[src/rfc_pkg.sv]
/*
 * Package for the receive flow control and indirect MAC register port.
 * Holds register offsets, field positions, reset values and timing constants.
 * Assumes a 10 MHz system clock and a 32-bit APB register bus.
 */
package rfc_pkg;

	// Register byte offsets
	localparam logic [7:0] OFF_DROP_CNT = 8'hA0;
	localparam logic [7:0] OFF_IND_CMD  = 8'hA4;
	localparam logic [7:0] OFF_IND_DATA = 8'hA8;
	localparam logic [7:0] OFF_AUTO_FLOW_CONFIG  = 8'hAC;

	// Indirect command fields
	localparam int CMD_BUSY_BIT = 31;
	localparam int CMD_RNW_BIT  = 30;
	localparam int CMD_ADDR_LSB = 0;
	localparam int CMD_ADDR_W   = 8;

	// Flow config fields
	localparam int FLOW_HIGH_THRESHOLD_LSB  = 16;
	localparam int FLOW_LOW_THRESHOLD_LSB  = 8;
	localparam int AFC_THR_W   = 8;
	localparam int AFC_DUR_LSB = 4;
	localparam int AFC_DUR_W   = 4;
	localparam int AFC_MC_BIT  = 3;
	localparam int AFC_BC_BIT  = 2;
	localparam int AFC_OWN_BIT = 1;
	localparam int AFC_ANY_BIT = 0;
	localparam int AFC_USED_W  = 24;

	// Reset value and drop count halfway mark
	localparam logic [31:0] RST_WORD = 32'h0000_0000;
	localparam logic [31:0] DROP_MID = 32'h7FFF_FFFF;

	// Threshold unit: FIFO level is in bytes, threshold in 64-byte units
	localparam int THR_UNIT_SHIFT = 6;

	// Timing: system clock and jam times in nanoseconds
	localparam int CLK_NS = 100;
	localparam int JAM_BASE_100_NS = 5000;
	localparam int JAM_BASE_10_NS  = 7200;

	// Jam time per code in microseconds, added to a 5 us base at 100 Mb/s; 10 Mb/s adds 2.2 us more
	function automatic int jam_us(input logic [3:0] code);
		case (code)
			4'h0: jam_us = 0;
			4'h1: jam_us = 5;
			4'h2: jam_us = 10;
			4'h3: jam_us = 20;
			default: jam_us = 45 + 50 * (int'(code) - 4);
		endcase
	endfunction

endpackage

[src/rfc_port.sv]
/*
 * Receive flow control and indirect MAC register port, APB slave.
 * Assumes the host keeps the indirect registers still while busy, and that
 * the MAC register space answers an access with a one-cycle done pulse.
 */
// Notes on behaviour
// Count each dropped receive frame, 32 bits
// Reading drop count returns it, then clears
// Pulse event on count 7FFFFFFF to 80000000
// Writing busy one starts indirect MAC access
// Busy clears itself when access completes
// Host leaves command and data alone while busy
// Bit 30 one reads, zero writes
// Bits 7:0 select MAC register, reset zero
// Data register holds write or read value
// Transmitter disabled blocks pause and jam
// High threshold, 64-byte units, triggers flow control
// Full duplex high threshold sends one pause; the code sends it only when bit 0 is set
// Half duplex jams matching frames for duration
// Below low threshold sends zero-time pause
// Zero pause only after a threshold pause
// Software keeps low threshold under high
// Jam duration unused in full duplex
// Bit 3 jams on multicast frames
// Bit 2 jams on broadcast frames
// Bit 1 jams on own-address frames
// Bit 0 acts on any frame, overriding
// Duration code picks sixteen jam times
// Reserved bits read zero, writes ignored
`timescale 1ns/10ps
`default_nettype none

module rfc_port #(
	parameter int FIFO_LVL_W = 16
)
(
	// Clock and reset
	input  wire logic                  clk_sys,
	input  wire logic                  rst_n,
	// APB slave
	input  wire logic                  psel,
	input  wire logic                  penable,
	input  wire logic                  pwrite,
	input  wire logic [7:0]            paddr,
	input  wire logic [31:0]           pwdata,
	output logic                       pready,
	output logic [31:0]                prdata,
	output logic                       pslverr,
	// Receive path status
	input  wire logic                  rx_frame_dropped,
	input  wire logic [FIFO_LVL_W-1:0] rx_fifo_level,
	input  wire logic                  rx_preamble,
	input  wire logic                  rx_is_multicast,
	input  wire logic                  rx_is_broadcast,
	input  wire logic                  rx_is_own_addr,
	input  wire logic                  rx_addr_valid,
	// MAC state
	input  wire logic                  tx_enabled,
	input  wire logic                  full_duplex,
	input  wire logic                  speed_100,
	// Indirect MAC register access
	output logic                       mac_req,
	output logic                       mac_rnw,
	output logic [7:0]                 mac_addr,
	output logic [31:0]                mac_wdata,
	input  wire logic                  mac_done,
	input  wire logic [31:0]           mac_rdata,
	// Flow control outputs
	output logic                       pause_req,
	output logic                       pause_zero,
	input  wire logic                  pause_ack,
	output logic                       jam_active,
	output logic                       drop_half_event
);

	// Elaboration check
	if (FIFO_LVL_W < rfc_pkg::AFC_THR_W + rfc_pkg::THR_UNIT_SHIFT)
		$error("rx_fifo_level too narrow for thresholds");

	typedef enum logic [1:0] {RFC_IDLE, RFC_REQ, RFC_WAIT} rfc_ind_t;

	// Register state
	logic [31:0] drop_q;
	logic        busy_q;
	logic        rnw_q;
	logic [7:0]  csr_addr_q;
	logic [31:0] data_q;
	logic [23:0] afc_q;
	rfc_ind_t    ind_q;
	rfc_ind_t    ind_d;
	logic        paused_q;
	logic        high_seen_q;
	logic        pause_req_q;
	logic        pause_zero_q;
	logic [22:0] jam_cnt_q;
	logic        half_ev_q;
	logic        rd_wait_q;

	// APB decode
	wire access   = psel && penable;
	wire wr       = access && pwrite;
	wire rd       = access && !pwrite;
	wire rd_first = rd && !rd_wait_q;
	wire sel_drop = (paddr == rfc_pkg::OFF_DROP_CNT);
	wire sel_cmd  = (paddr == rfc_pkg::OFF_IND_CMD);
	wire sel_data = (paddr == rfc_pkg::OFF_IND_DATA);
	wire sel_afc  = (paddr == rfc_pkg::OFF_AUTO_FLOW_CONFIG);
	wire mapped   = sel_drop || sel_cmd || sel_data || sel_afc;
	assign pready  = !rd || rd_wait_q; // One wait state on reads so prdata can come from a flop
	assign pslverr = access && !mapped;

	// Read mux; reserved bits come back as zero
	wire [31:0] cmd_word = {busy_q, rnw_q, 22'h00_0000, csr_addr_q};
	wire [31:0] rd_mux   = sel_drop ? drop_q :
	                       sel_cmd  ? cmd_word :
	                       sel_data ? data_q :
	                       sel_afc  ? {8'h00, afc_q} : rfc_pkg::RST_WORD;

	always_ff @(posedge clk_sys or negedge rst_n)
	begin
		if (!rst_n)
		begin
			prdata    <= rfc_pkg::RST_WORD;
			rd_wait_q <= 1'b0;
		end
		else
		begin
			rd_wait_q <= rd_first; // Read value is registered on the same edge that raises pready
			if (rd_first)
				prdata <= rd_mux;
		end
	end

	// Drop counter: read clears, a drop in the same cycle still counts
	wire drop_rd = rd_first && sel_drop;
	wire [31:0] drop_base = drop_rd ? rfc_pkg::RST_WORD : drop_q;
	wire [31:0] drop_inc  = drop_base + 32'h0000_0001;
	wire [31:0] drop_d    = rx_frame_dropped ? drop_inc : drop_base;
	wire        half_hit  = rx_frame_dropped && (drop_base == rfc_pkg::DROP_MID);

	always_ff @(posedge clk_sys or negedge rst_n)
	begin
		if (!rst_n)
		begin
			drop_q    <= rfc_pkg::RST_WORD;
			half_ev_q <= 1'b0;
		end
		else
		begin
			drop_q    <= drop_d;
			half_ev_q <= half_hit;
		end
	end
	assign drop_half_event = half_ev_q;

	// Indirect access sequencer
	wire cmd_wr  = wr && sel_cmd && !busy_q;
	wire data_wr = wr && sel_data && !busy_q;
	wire start   = cmd_wr && pwdata[rfc_pkg::CMD_BUSY_BIT];

	always_comb
	begin
		ind_d = ind_q;
		case (ind_q)
			RFC_IDLE: if (start) ind_d = RFC_REQ;
			RFC_REQ:  ind_d = mac_done ? RFC_IDLE : RFC_WAIT;
			RFC_WAIT: if (mac_done) ind_d = RFC_IDLE;
			default:  ind_d = RFC_IDLE;
		endcase
	end

	wire ind_fin = (ind_q != RFC_IDLE) && mac_done;

	always_ff @(posedge clk_sys or negedge rst_n)
	begin
		if (!rst_n)
		begin
			ind_q      <= RFC_IDLE;
			busy_q     <= 1'b0;
			rnw_q      <= 1'b0;
			csr_addr_q <= 8'h00;
			data_q     <= rfc_pkg::RST_WORD;
		end
		else
		begin
			ind_q <= ind_d;
			if (start)
				busy_q <= 1'b1;
			else if (ind_fin)
				busy_q <= 1'b0;
			if (cmd_wr)
			begin
				rnw_q      <= pwdata[rfc_pkg::CMD_RNW_BIT];
				csr_addr_q <= pwdata[rfc_pkg::CMD_ADDR_LSB +: rfc_pkg::CMD_ADDR_W];
			end
			if (data_wr)
				data_q <= pwdata;
			else if (ind_fin && rnw_q)
				data_q <= mac_rdata;
		end
	end

	assign mac_req   = (ind_q != RFC_IDLE);
	assign mac_rnw   = rnw_q;
	assign mac_addr  = csr_addr_q;
	assign mac_wdata = data_q;

	// Flow config: only bits 23:0 are stored
	always_ff @(posedge clk_sys or negedge rst_n)
	begin
		if (!rst_n)
			afc_q <= 24'h00_0000;
		else if (wr && sel_afc)
			afc_q <= pwdata[rfc_pkg::AFC_USED_W-1:0];
	end

	// Field views and threshold compare in 64-byte units
	wire [7:0] hi_thr   = afc_q[rfc_pkg::FLOW_HIGH_THRESHOLD_LSB +: rfc_pkg::AFC_THR_W];
	wire [7:0] lo_thr   = afc_q[rfc_pkg::FLOW_LOW_THRESHOLD_LSB +: rfc_pkg::AFC_THR_W];
	wire [3:0] dur_code = afc_q[rfc_pkg::AFC_DUR_LSB +: rfc_pkg::AFC_DUR_W];
	wire en_any = afc_q[rfc_pkg::AFC_ANY_BIT];
	wire en_mc  = afc_q[rfc_pkg::AFC_MC_BIT];
	wire en_bc  = afc_q[rfc_pkg::AFC_BC_BIT];
	wire en_own = afc_q[rfc_pkg::AFC_OWN_BIT];
	wire afc_on = en_any || en_mc || en_bc || en_own;
	wire [FIFO_LVL_W-1:0] lvl_units = rx_fifo_level >> rfc_pkg::THR_UNIT_SHIFT;
	wire at_high  = (lvl_units >= FIFO_LVL_W'(hi_thr));
	wire below_lo = (lvl_units <  FIFO_LVL_W'(lo_thr));

	// Full duplex pause, only with bit 0 set: one per crossing, zero-time after release
	wire fd_ok     = tx_enabled && full_duplex && afc_on;
	wire send_hi   = fd_ok && en_any && at_high && !paused_q && !pause_req_q;
	wire send_zero = fd_ok && paused_q && below_lo && !pause_req_q;

	always_ff @(posedge clk_sys or negedge rst_n)
	begin
		if (!rst_n)
		begin
			pause_req_q  <= 1'b0;
			pause_zero_q <= 1'b0;
			paused_q     <= 1'b0;
		end
		else
		begin
			if (pause_req_q && (pause_ack || !tx_enabled))
				pause_req_q <= 1'b0; // Withdraw if transmitter stops
			else if (send_hi || send_zero)
			begin
				pause_req_q  <= 1'b1;
				pause_zero_q <= send_zero;
			end
			if (send_hi)
				paused_q <= 1'b1;
			else if (send_zero)
				paused_q <= 1'b0;
		end
	end
	assign pause_req  = pause_req_q;
	assign pause_zero = pause_zero_q;

	// Half duplex jam: match selection, any frame overrides
	wire sel_match = en_any ? rx_preamble :
	                 rx_addr_valid && ((en_mc && rx_is_multicast) ||
	                                   (en_bc && rx_is_broadcast) ||
	                                   (en_own && rx_is_own_addr));
	wire hd_ok   = tx_enabled && !full_duplex; // Duration ignored in full duplex
	wire jam_go  = hd_ok && at_high && sel_match && (jam_cnt_q == 23'h00_0000);

	// Jam length per code and speed, rounded down to whole cycles
	wire [31:0] jam_ns = speed_100 ? 32'(rfc_pkg::JAM_BASE_100_NS + 1000 * rfc_pkg::jam_us(dur_code)) :
	                                 32'(rfc_pkg::JAM_BASE_10_NS + 1000 * rfc_pkg::jam_us(dur_code));
	wire [31:0] jam_cyc = jam_ns / 32'(rfc_pkg::CLK_NS);

	always_ff @(posedge clk_sys or negedge rst_n)
	begin
		if (!rst_n)
			jam_cnt_q <= 23'h00_0000;
		else if (!hd_ok)
			jam_cnt_q <= 23'h00_0000;
		else if (jam_go)
			jam_cnt_q <= jam_cyc[22:0];
		else if (jam_cnt_q != 23'h00_0000)
			jam_cnt_q <= jam_cnt_q - 23'h00_0001;
	end
	assign jam_active = (jam_cnt_q != 23'h00_0000);

	// Assertions
	property p_drop_rc;
		@(posedge clk_sys) disable iff (!rst_n)
		(drop_rd && !rx_frame_dropped) |=> (drop_q == 32'h0000_0000);
	endproperty
	a_drop_rc: assert property (p_drop_rc) else $error("drop count not cleared by read");

	property p_drop_inc;
		@(posedge clk_sys) disable iff (!rst_n)
		(rx_frame_dropped && !drop_rd) |=> (drop_q == $past(drop_q) + 32'h0000_0001);
	endproperty
	a_drop_inc: assert property (p_drop_inc) else $error("drop count did not increment");

	property p_half;
		@(posedge clk_sys) disable iff (!rst_n)
		$rose(drop_q[31]) && ($past(drop_q) == 32'h7FFF_FFFF) |-> drop_half_event;
	endproperty
	a_half: assert property (p_half) else $error("halfway event missing");

	property p_busy_set;
		@(posedge clk_sys) disable iff (!rst_n)
		start |=> busy_q && mac_req;
	endproperty
	a_busy_set: assert property (p_busy_set) else $error("busy not set on start");

	property p_busy_hold;
		@(posedge clk_sys) disable iff (!rst_n)
		(busy_q && !mac_done) |=> busy_q;
	endproperty
	a_busy_hold: assert property (p_busy_hold) else $error("busy dropped early");

	property p_rd_data;
		@(posedge clk_sys) disable iff (!rst_n)
		(busy_q && mac_done && rnw_q) |=> (!busy_q && data_q == $past(mac_rdata));
	endproperty
	a_rd_data: assert property (p_rd_data) else $error("read data not captured");

	property p_tx_off;
		@(posedge clk_sys) disable iff (!rst_n)
		!tx_enabled |=> !jam_active;
	endproperty
	a_tx_off: assert property (p_tx_off) else $error("jam while transmitter off");

	property p_zero_after;
		@(posedge clk_sys) disable iff (!rst_n)
		$rose(pause_req) && pause_zero |-> $past(paused_q);
	endproperty
	a_zero_after: assert property (p_zero_after) else $error("zero pause without prior pause");

	property p_fd_nojam;
		@(posedge clk_sys) disable iff (!rst_n)
		full_duplex |=> !jam_active;
	endproperty
	a_fd_nojam: assert property (p_fd_nojam) else $error("jam in full duplex");

	property p_rsvd;
		@(posedge clk_sys) disable iff (!rst_n)
		(rd && sel_afc) |=> (prdata[31:24] == 8'h00);
	endproperty
	a_rsvd: assert property (p_rsvd) else $error("reserved bits not zero");

	property p_data_read;
		@(posedge clk_sys) disable iff (!rst_n)
		(rd_first && sel_data) |=> (pready && prdata == $past(data_q));
	endproperty
	a_data_read: assert property (p_data_read) else $error("data register read wrong");

	property p_pause_hold;
		@(posedge clk_sys) disable iff (!rst_n)
		(pause_req && !pause_ack && tx_enabled) |=> pause_req;
	endproperty
	a_pause_hold: assert property (p_pause_hold) else $error("pause request dropped early");

	property p_tx_off_pause;
		@(posedge clk_sys) disable iff (!rst_n)
		!tx_enabled |=> !pause_req;
	endproperty
	a_tx_off_pause: assert property (p_tx_off_pause) else $error("pause while transmitter off");

	c_ind: cover property (@(posedge clk_sys) disable iff (!rst_n) start ##[1:20] ind_fin);
	c_pause: cover property (@(posedge clk_sys) disable iff (!rst_n) send_hi ##[1:200] send_zero);
	c_jam: cover property (@(posedge clk_sys) disable iff (!rst_n) jam_go);
	c_rd_wait: cover property (@(posedge clk_sys) disable iff (!rst_n) rd_first ##1 pready);
	c_slow_ind: cover property (@(posedge clk_sys) disable iff (!rst_n) start ##[5:40] ind_fin);

endmodule

`default_nettype wire

[config.mk]
export PLATFORM = sky130hd
export DESIGN_NAME = rfc_port
export DESIGN_NICKNAME = d
export VERILOG_FILES = /design/src/rfc_pkg.sv /design/src/rfc_port.sv
export SDC_FILE = /design/constraint.sdc
export NUM_CORES = 1
export LEC_CHECK = 0
export ABC_AREA = 1
export BUFFER_PORTS_ARGS = -buffer_cell sky130_fd_sc_hd__buf_2
export CAP_MARGIN = 0
export CORE_MARGIN = 3
export CORE_UTILIZATION = 48
export DETAILED_ROUTE_END_ITERATION = 8
export PLACE_DENSITY = 0.77
export REMOVE_ABC_BUFFERS = 1
export SKIP_CTS_REPAIR_TIMING = 1
export SYNTH_ARGS = -nofsm -noshare
export SYNTH_HDL_FRONTEND = slang
export SYNTH_SLANG_ARGS = --single-unit
[constraint.sdc]
create_clock -name clk_sys -period 30.6 [get_ports clk_sys]
set_input_delay 4.59 -clock clk_sys [delete_from_list [all_inputs] [get_ports clk_sys]]
set_output_delay 4.59 -clock clk_sys [all_outputs]
set_load 0.05 [all_outputs]
==> impl_metrics.tcl <==
set metrics [dict create \
    status "finished, final reports clean" \
    async_reset_ff_share_pct 100.0 \
    die_h_um 190.7 \
    grt_usage_pct 24.09 \
    drt_iter0_drc 1001 \
    yosysTopAreaCell "dfrtp_1" \
    min_period_ns 18.24 \
    timing.rr.end "jam_cnt_q[0]$_DFFE_PN0P_" \
    ff2ff_path_depth 129 \
    gp_congestion 0.9020 \
    max_stage_delay_ns 0.58 \
    regToRegStartpoint "afc_q[6]$_DFFE_PN0P_" \
    ys_ff_latch 160 \
    num-fill-cells 3107 \
    seq_area_frac_synth_pct 24.45 \
    multi_input_area_mm2 0.01047 \
    drive_gt1_share_pct 19.23 \
    core-area_mm2 0.03362 \
    postRouteAntennaNets 0 \
    syn_area_mm2 0.01638 \
    end_kind "register" \
    tightestPinTransition_ns 1.125 \
    clkSlewWorstSetupHoldPaths_ns 0.08 \
    vias 15881 \
    fin_setup_tns_ns 0 \
    firstDrtPassIters 5 \
    final_common_cell "nand2_1" \
    synthDistinctLibCells 55 \
    ys_top_cells_by_area "dfrtp_1, nand2_1, inv_1, ha_1, fa_1" \
    cts_tree "yes" \
    fin_crit_sh_pct 59.62 \
    ys.flop_type "dfrtp_1" \
    io_pins 184 \
    antenna_found_initial 2 \
    clockBufferDepth 2 \
    viasPerCell 5.310 \
    critPathKind "register to register" \
    max_freq_ghz 0.05481 \
    setup_viol 0 \
    grt_pass1_wl_um 73260 \
    drc 0 \
    startpoint "afc_q[6]$_DFFE_PN0P_" \
    yosysWarnings 0 \
    cts_num_sinks 160 \
    nets 2773 \
    maxCapViolations 0 \
    synth_top_cell_area_share_pct 24.45 \
    regArea_mm2 0.004004 \
    crit_buf_inv 13 \
    rrSetupSlack_ns 12.36 \
    n_antenna_cell 0 \
    die_w_um 190.7 \
    synthCells 2363 \
    cp.required_ns 30.93 \
    htree_levels 4 \
    critical_path_cell_count 129 \
    cp-start-kind "register" \
    crit_end "jam_cnt_q[0]$_DFFE_PN0P_" \
    gr-total-overflow 0 \
    start_util_pct 48.72 \
    avgSynthCellArea_um2 6.931 \
    synth_edf_count 0 \
    slew_headroom_pct 24.20 \
    rsz0062_at_grt "false" \
    final_cell_mix "nand2_1, inv_1, nand3_1" \
    grt_max_degree 88 \
    port_buffers 177 \
    cp_common_cell "nand2_2" \
    fin_worst_skew_ns 0.01877 \
    die-area_mm2 0.03637 \
    post_drt_wl_per_cell_um 14.63 \
    area_delta_synth_final_pct 12.38 \
    hold_class "register to register" \
    cpLargestDelayFamily "simple AND/OR/NAND/NOR gates" \
    clockRootBuffer "clkbuf_16" \
    clk_latency_ns 0.44 \
    final_max_slew_viol_count 0 \
    crit_fanout 11 \
    wirelength_um 43750 \
    arrival_ns 18.57 \
    final_core_util_pct 54.75 \
    finalHoldViolCount 0 \
    cts_buffers 17 \
    dpl.hpwl_um 34300 \
    cpMaxStageDelayCell "fa_1" \
    rows 67 \
    grt_pass1_vias 15742 \
]
## Yosys cell counts, types with 22 or more instances
library cell,n
xor2_1,62
dfrtp_1,160
nand2_4,49
o221ai_1,28
nand2_1,529
o22ai_1,22
o21ai_1,26
nor2_1,157
nand3_1,185
a21oi_1,63
inv_2,40
ha_1,90
clkbuf_1,35
nand2_2,108
nand4_1,38
fa_1,49
inv_1,414
nor3_1,24
o21ai_0,105
## worst min-delay path by stage
| stage | end | slack (ns) | startpoint | cells past startpoint |
|---|---|---|---|---|
| global route | prdata[30]$_DFFE_PN0P_ | 0.51 | prdata[30]$_DFFE_PN0P_ | 2 |
| CTS | prdata[5]$_DFFE_PN0P_ | 0.49 | prdata[5]$_DFFE_PN0P_ | 2 |
| finish | prdata[5]$_DFFE_PN0P_ | 0.49 | prdata[5]$_DFFE_PN0P_ | 2 |
| floorplan | drop_half_event$_DFF_PN0_ | 0.43 | drop_q[31]$_DFF_PN0_ | 1 |
| detailed placement | prdata[4]$_DFFE_PN0P_ | 0.46 | prdata[4]$_DFFE_PN0P_ | 2 |
| global placement | prdata[5]$_DFFE_PN0P_ | 0.46 | prdata[5]$_DFFE_PN0P_ | 2 |
## cell type report
cell class | count | area share (%)
sequential | 160 | 21.76
clock buffer | 17 | 2.312
inverter | 468 | 9.566
multi-input combinational | 1695 | 56.89
tap | 448 | 3.046
clock inverter | 15 | 1.135
timing repair buffer | 188 | 5.296
## flip-flops by register name (all words and copies together) (netlist names)
| register | flops |
|---|---|
| afc_q | 24 |
| busy_q | 1 |
| drop_half_event | 1 |
| drop_q | 32 |
| ind_q | 2 |
| jam_cnt_q | 23 |
| mac_addr | 8 |
| mac_rnw | 1 |
| mac_wdata | 32 |
| pause_req | 1 |
| pause_zero | 1 |
| paused_q | 1 |
| prdata | 32 |
| rd_wait_q | 1 |
## worst min-delay path, delay by kind of cell, from the launching register on
family,cells,cell delay (ns)
flip-flops,1,0.35
AND/OR/NAND/NOR,2,0.11
## kinds of logic (layout without fill, tap and decap cells)
logic type               count (synthesis)  count (layout)  share of synthesized area (%)
XOR/XNOR                                82              82                          4.385
AND/OR/NAND/NOR                       1182            1182                          35.97
buffers and inverters                  508             688                          11.75
flip-flops                             160             160                          24.45
AO/OA/AOI/OAI                          292             292                          10.58
adder cells (fa/ha/maj)                139             139                          12.87
## metal layers
layer  share of wire [%]  vias up  track usage (%)  routed length, um
met2                  50      476            43.61              21680
met5               0.057        -                0                 25
met4                 2.3        4            6.463               1013
met3                 5.9       69            3.934               2582
met1                  42     7459            29.72              18450
li1                    -     7873                -                  -
## stage by stage
stage | setup slack (ns) | hold WS, ns | std cells | area, um2
floorplan | 15.15 | 0.4320 | 2323 | 16210
global placement | 13.27 | 0.4613 | 2959 | 17770
detailed placement | 12.66 | 0.4643 | 2959 | 17770
CTS | 12.56 | 0.4886 | 2991 | 18400
global route | 10.75 | 0.5103 | 2991 | 18400
finish | 12.36 | 0.4908 | 2991 | 18400
Power is not shown: default switching activity piles up to over one toggle a cycle in this logic, so the estimate is an artifact.
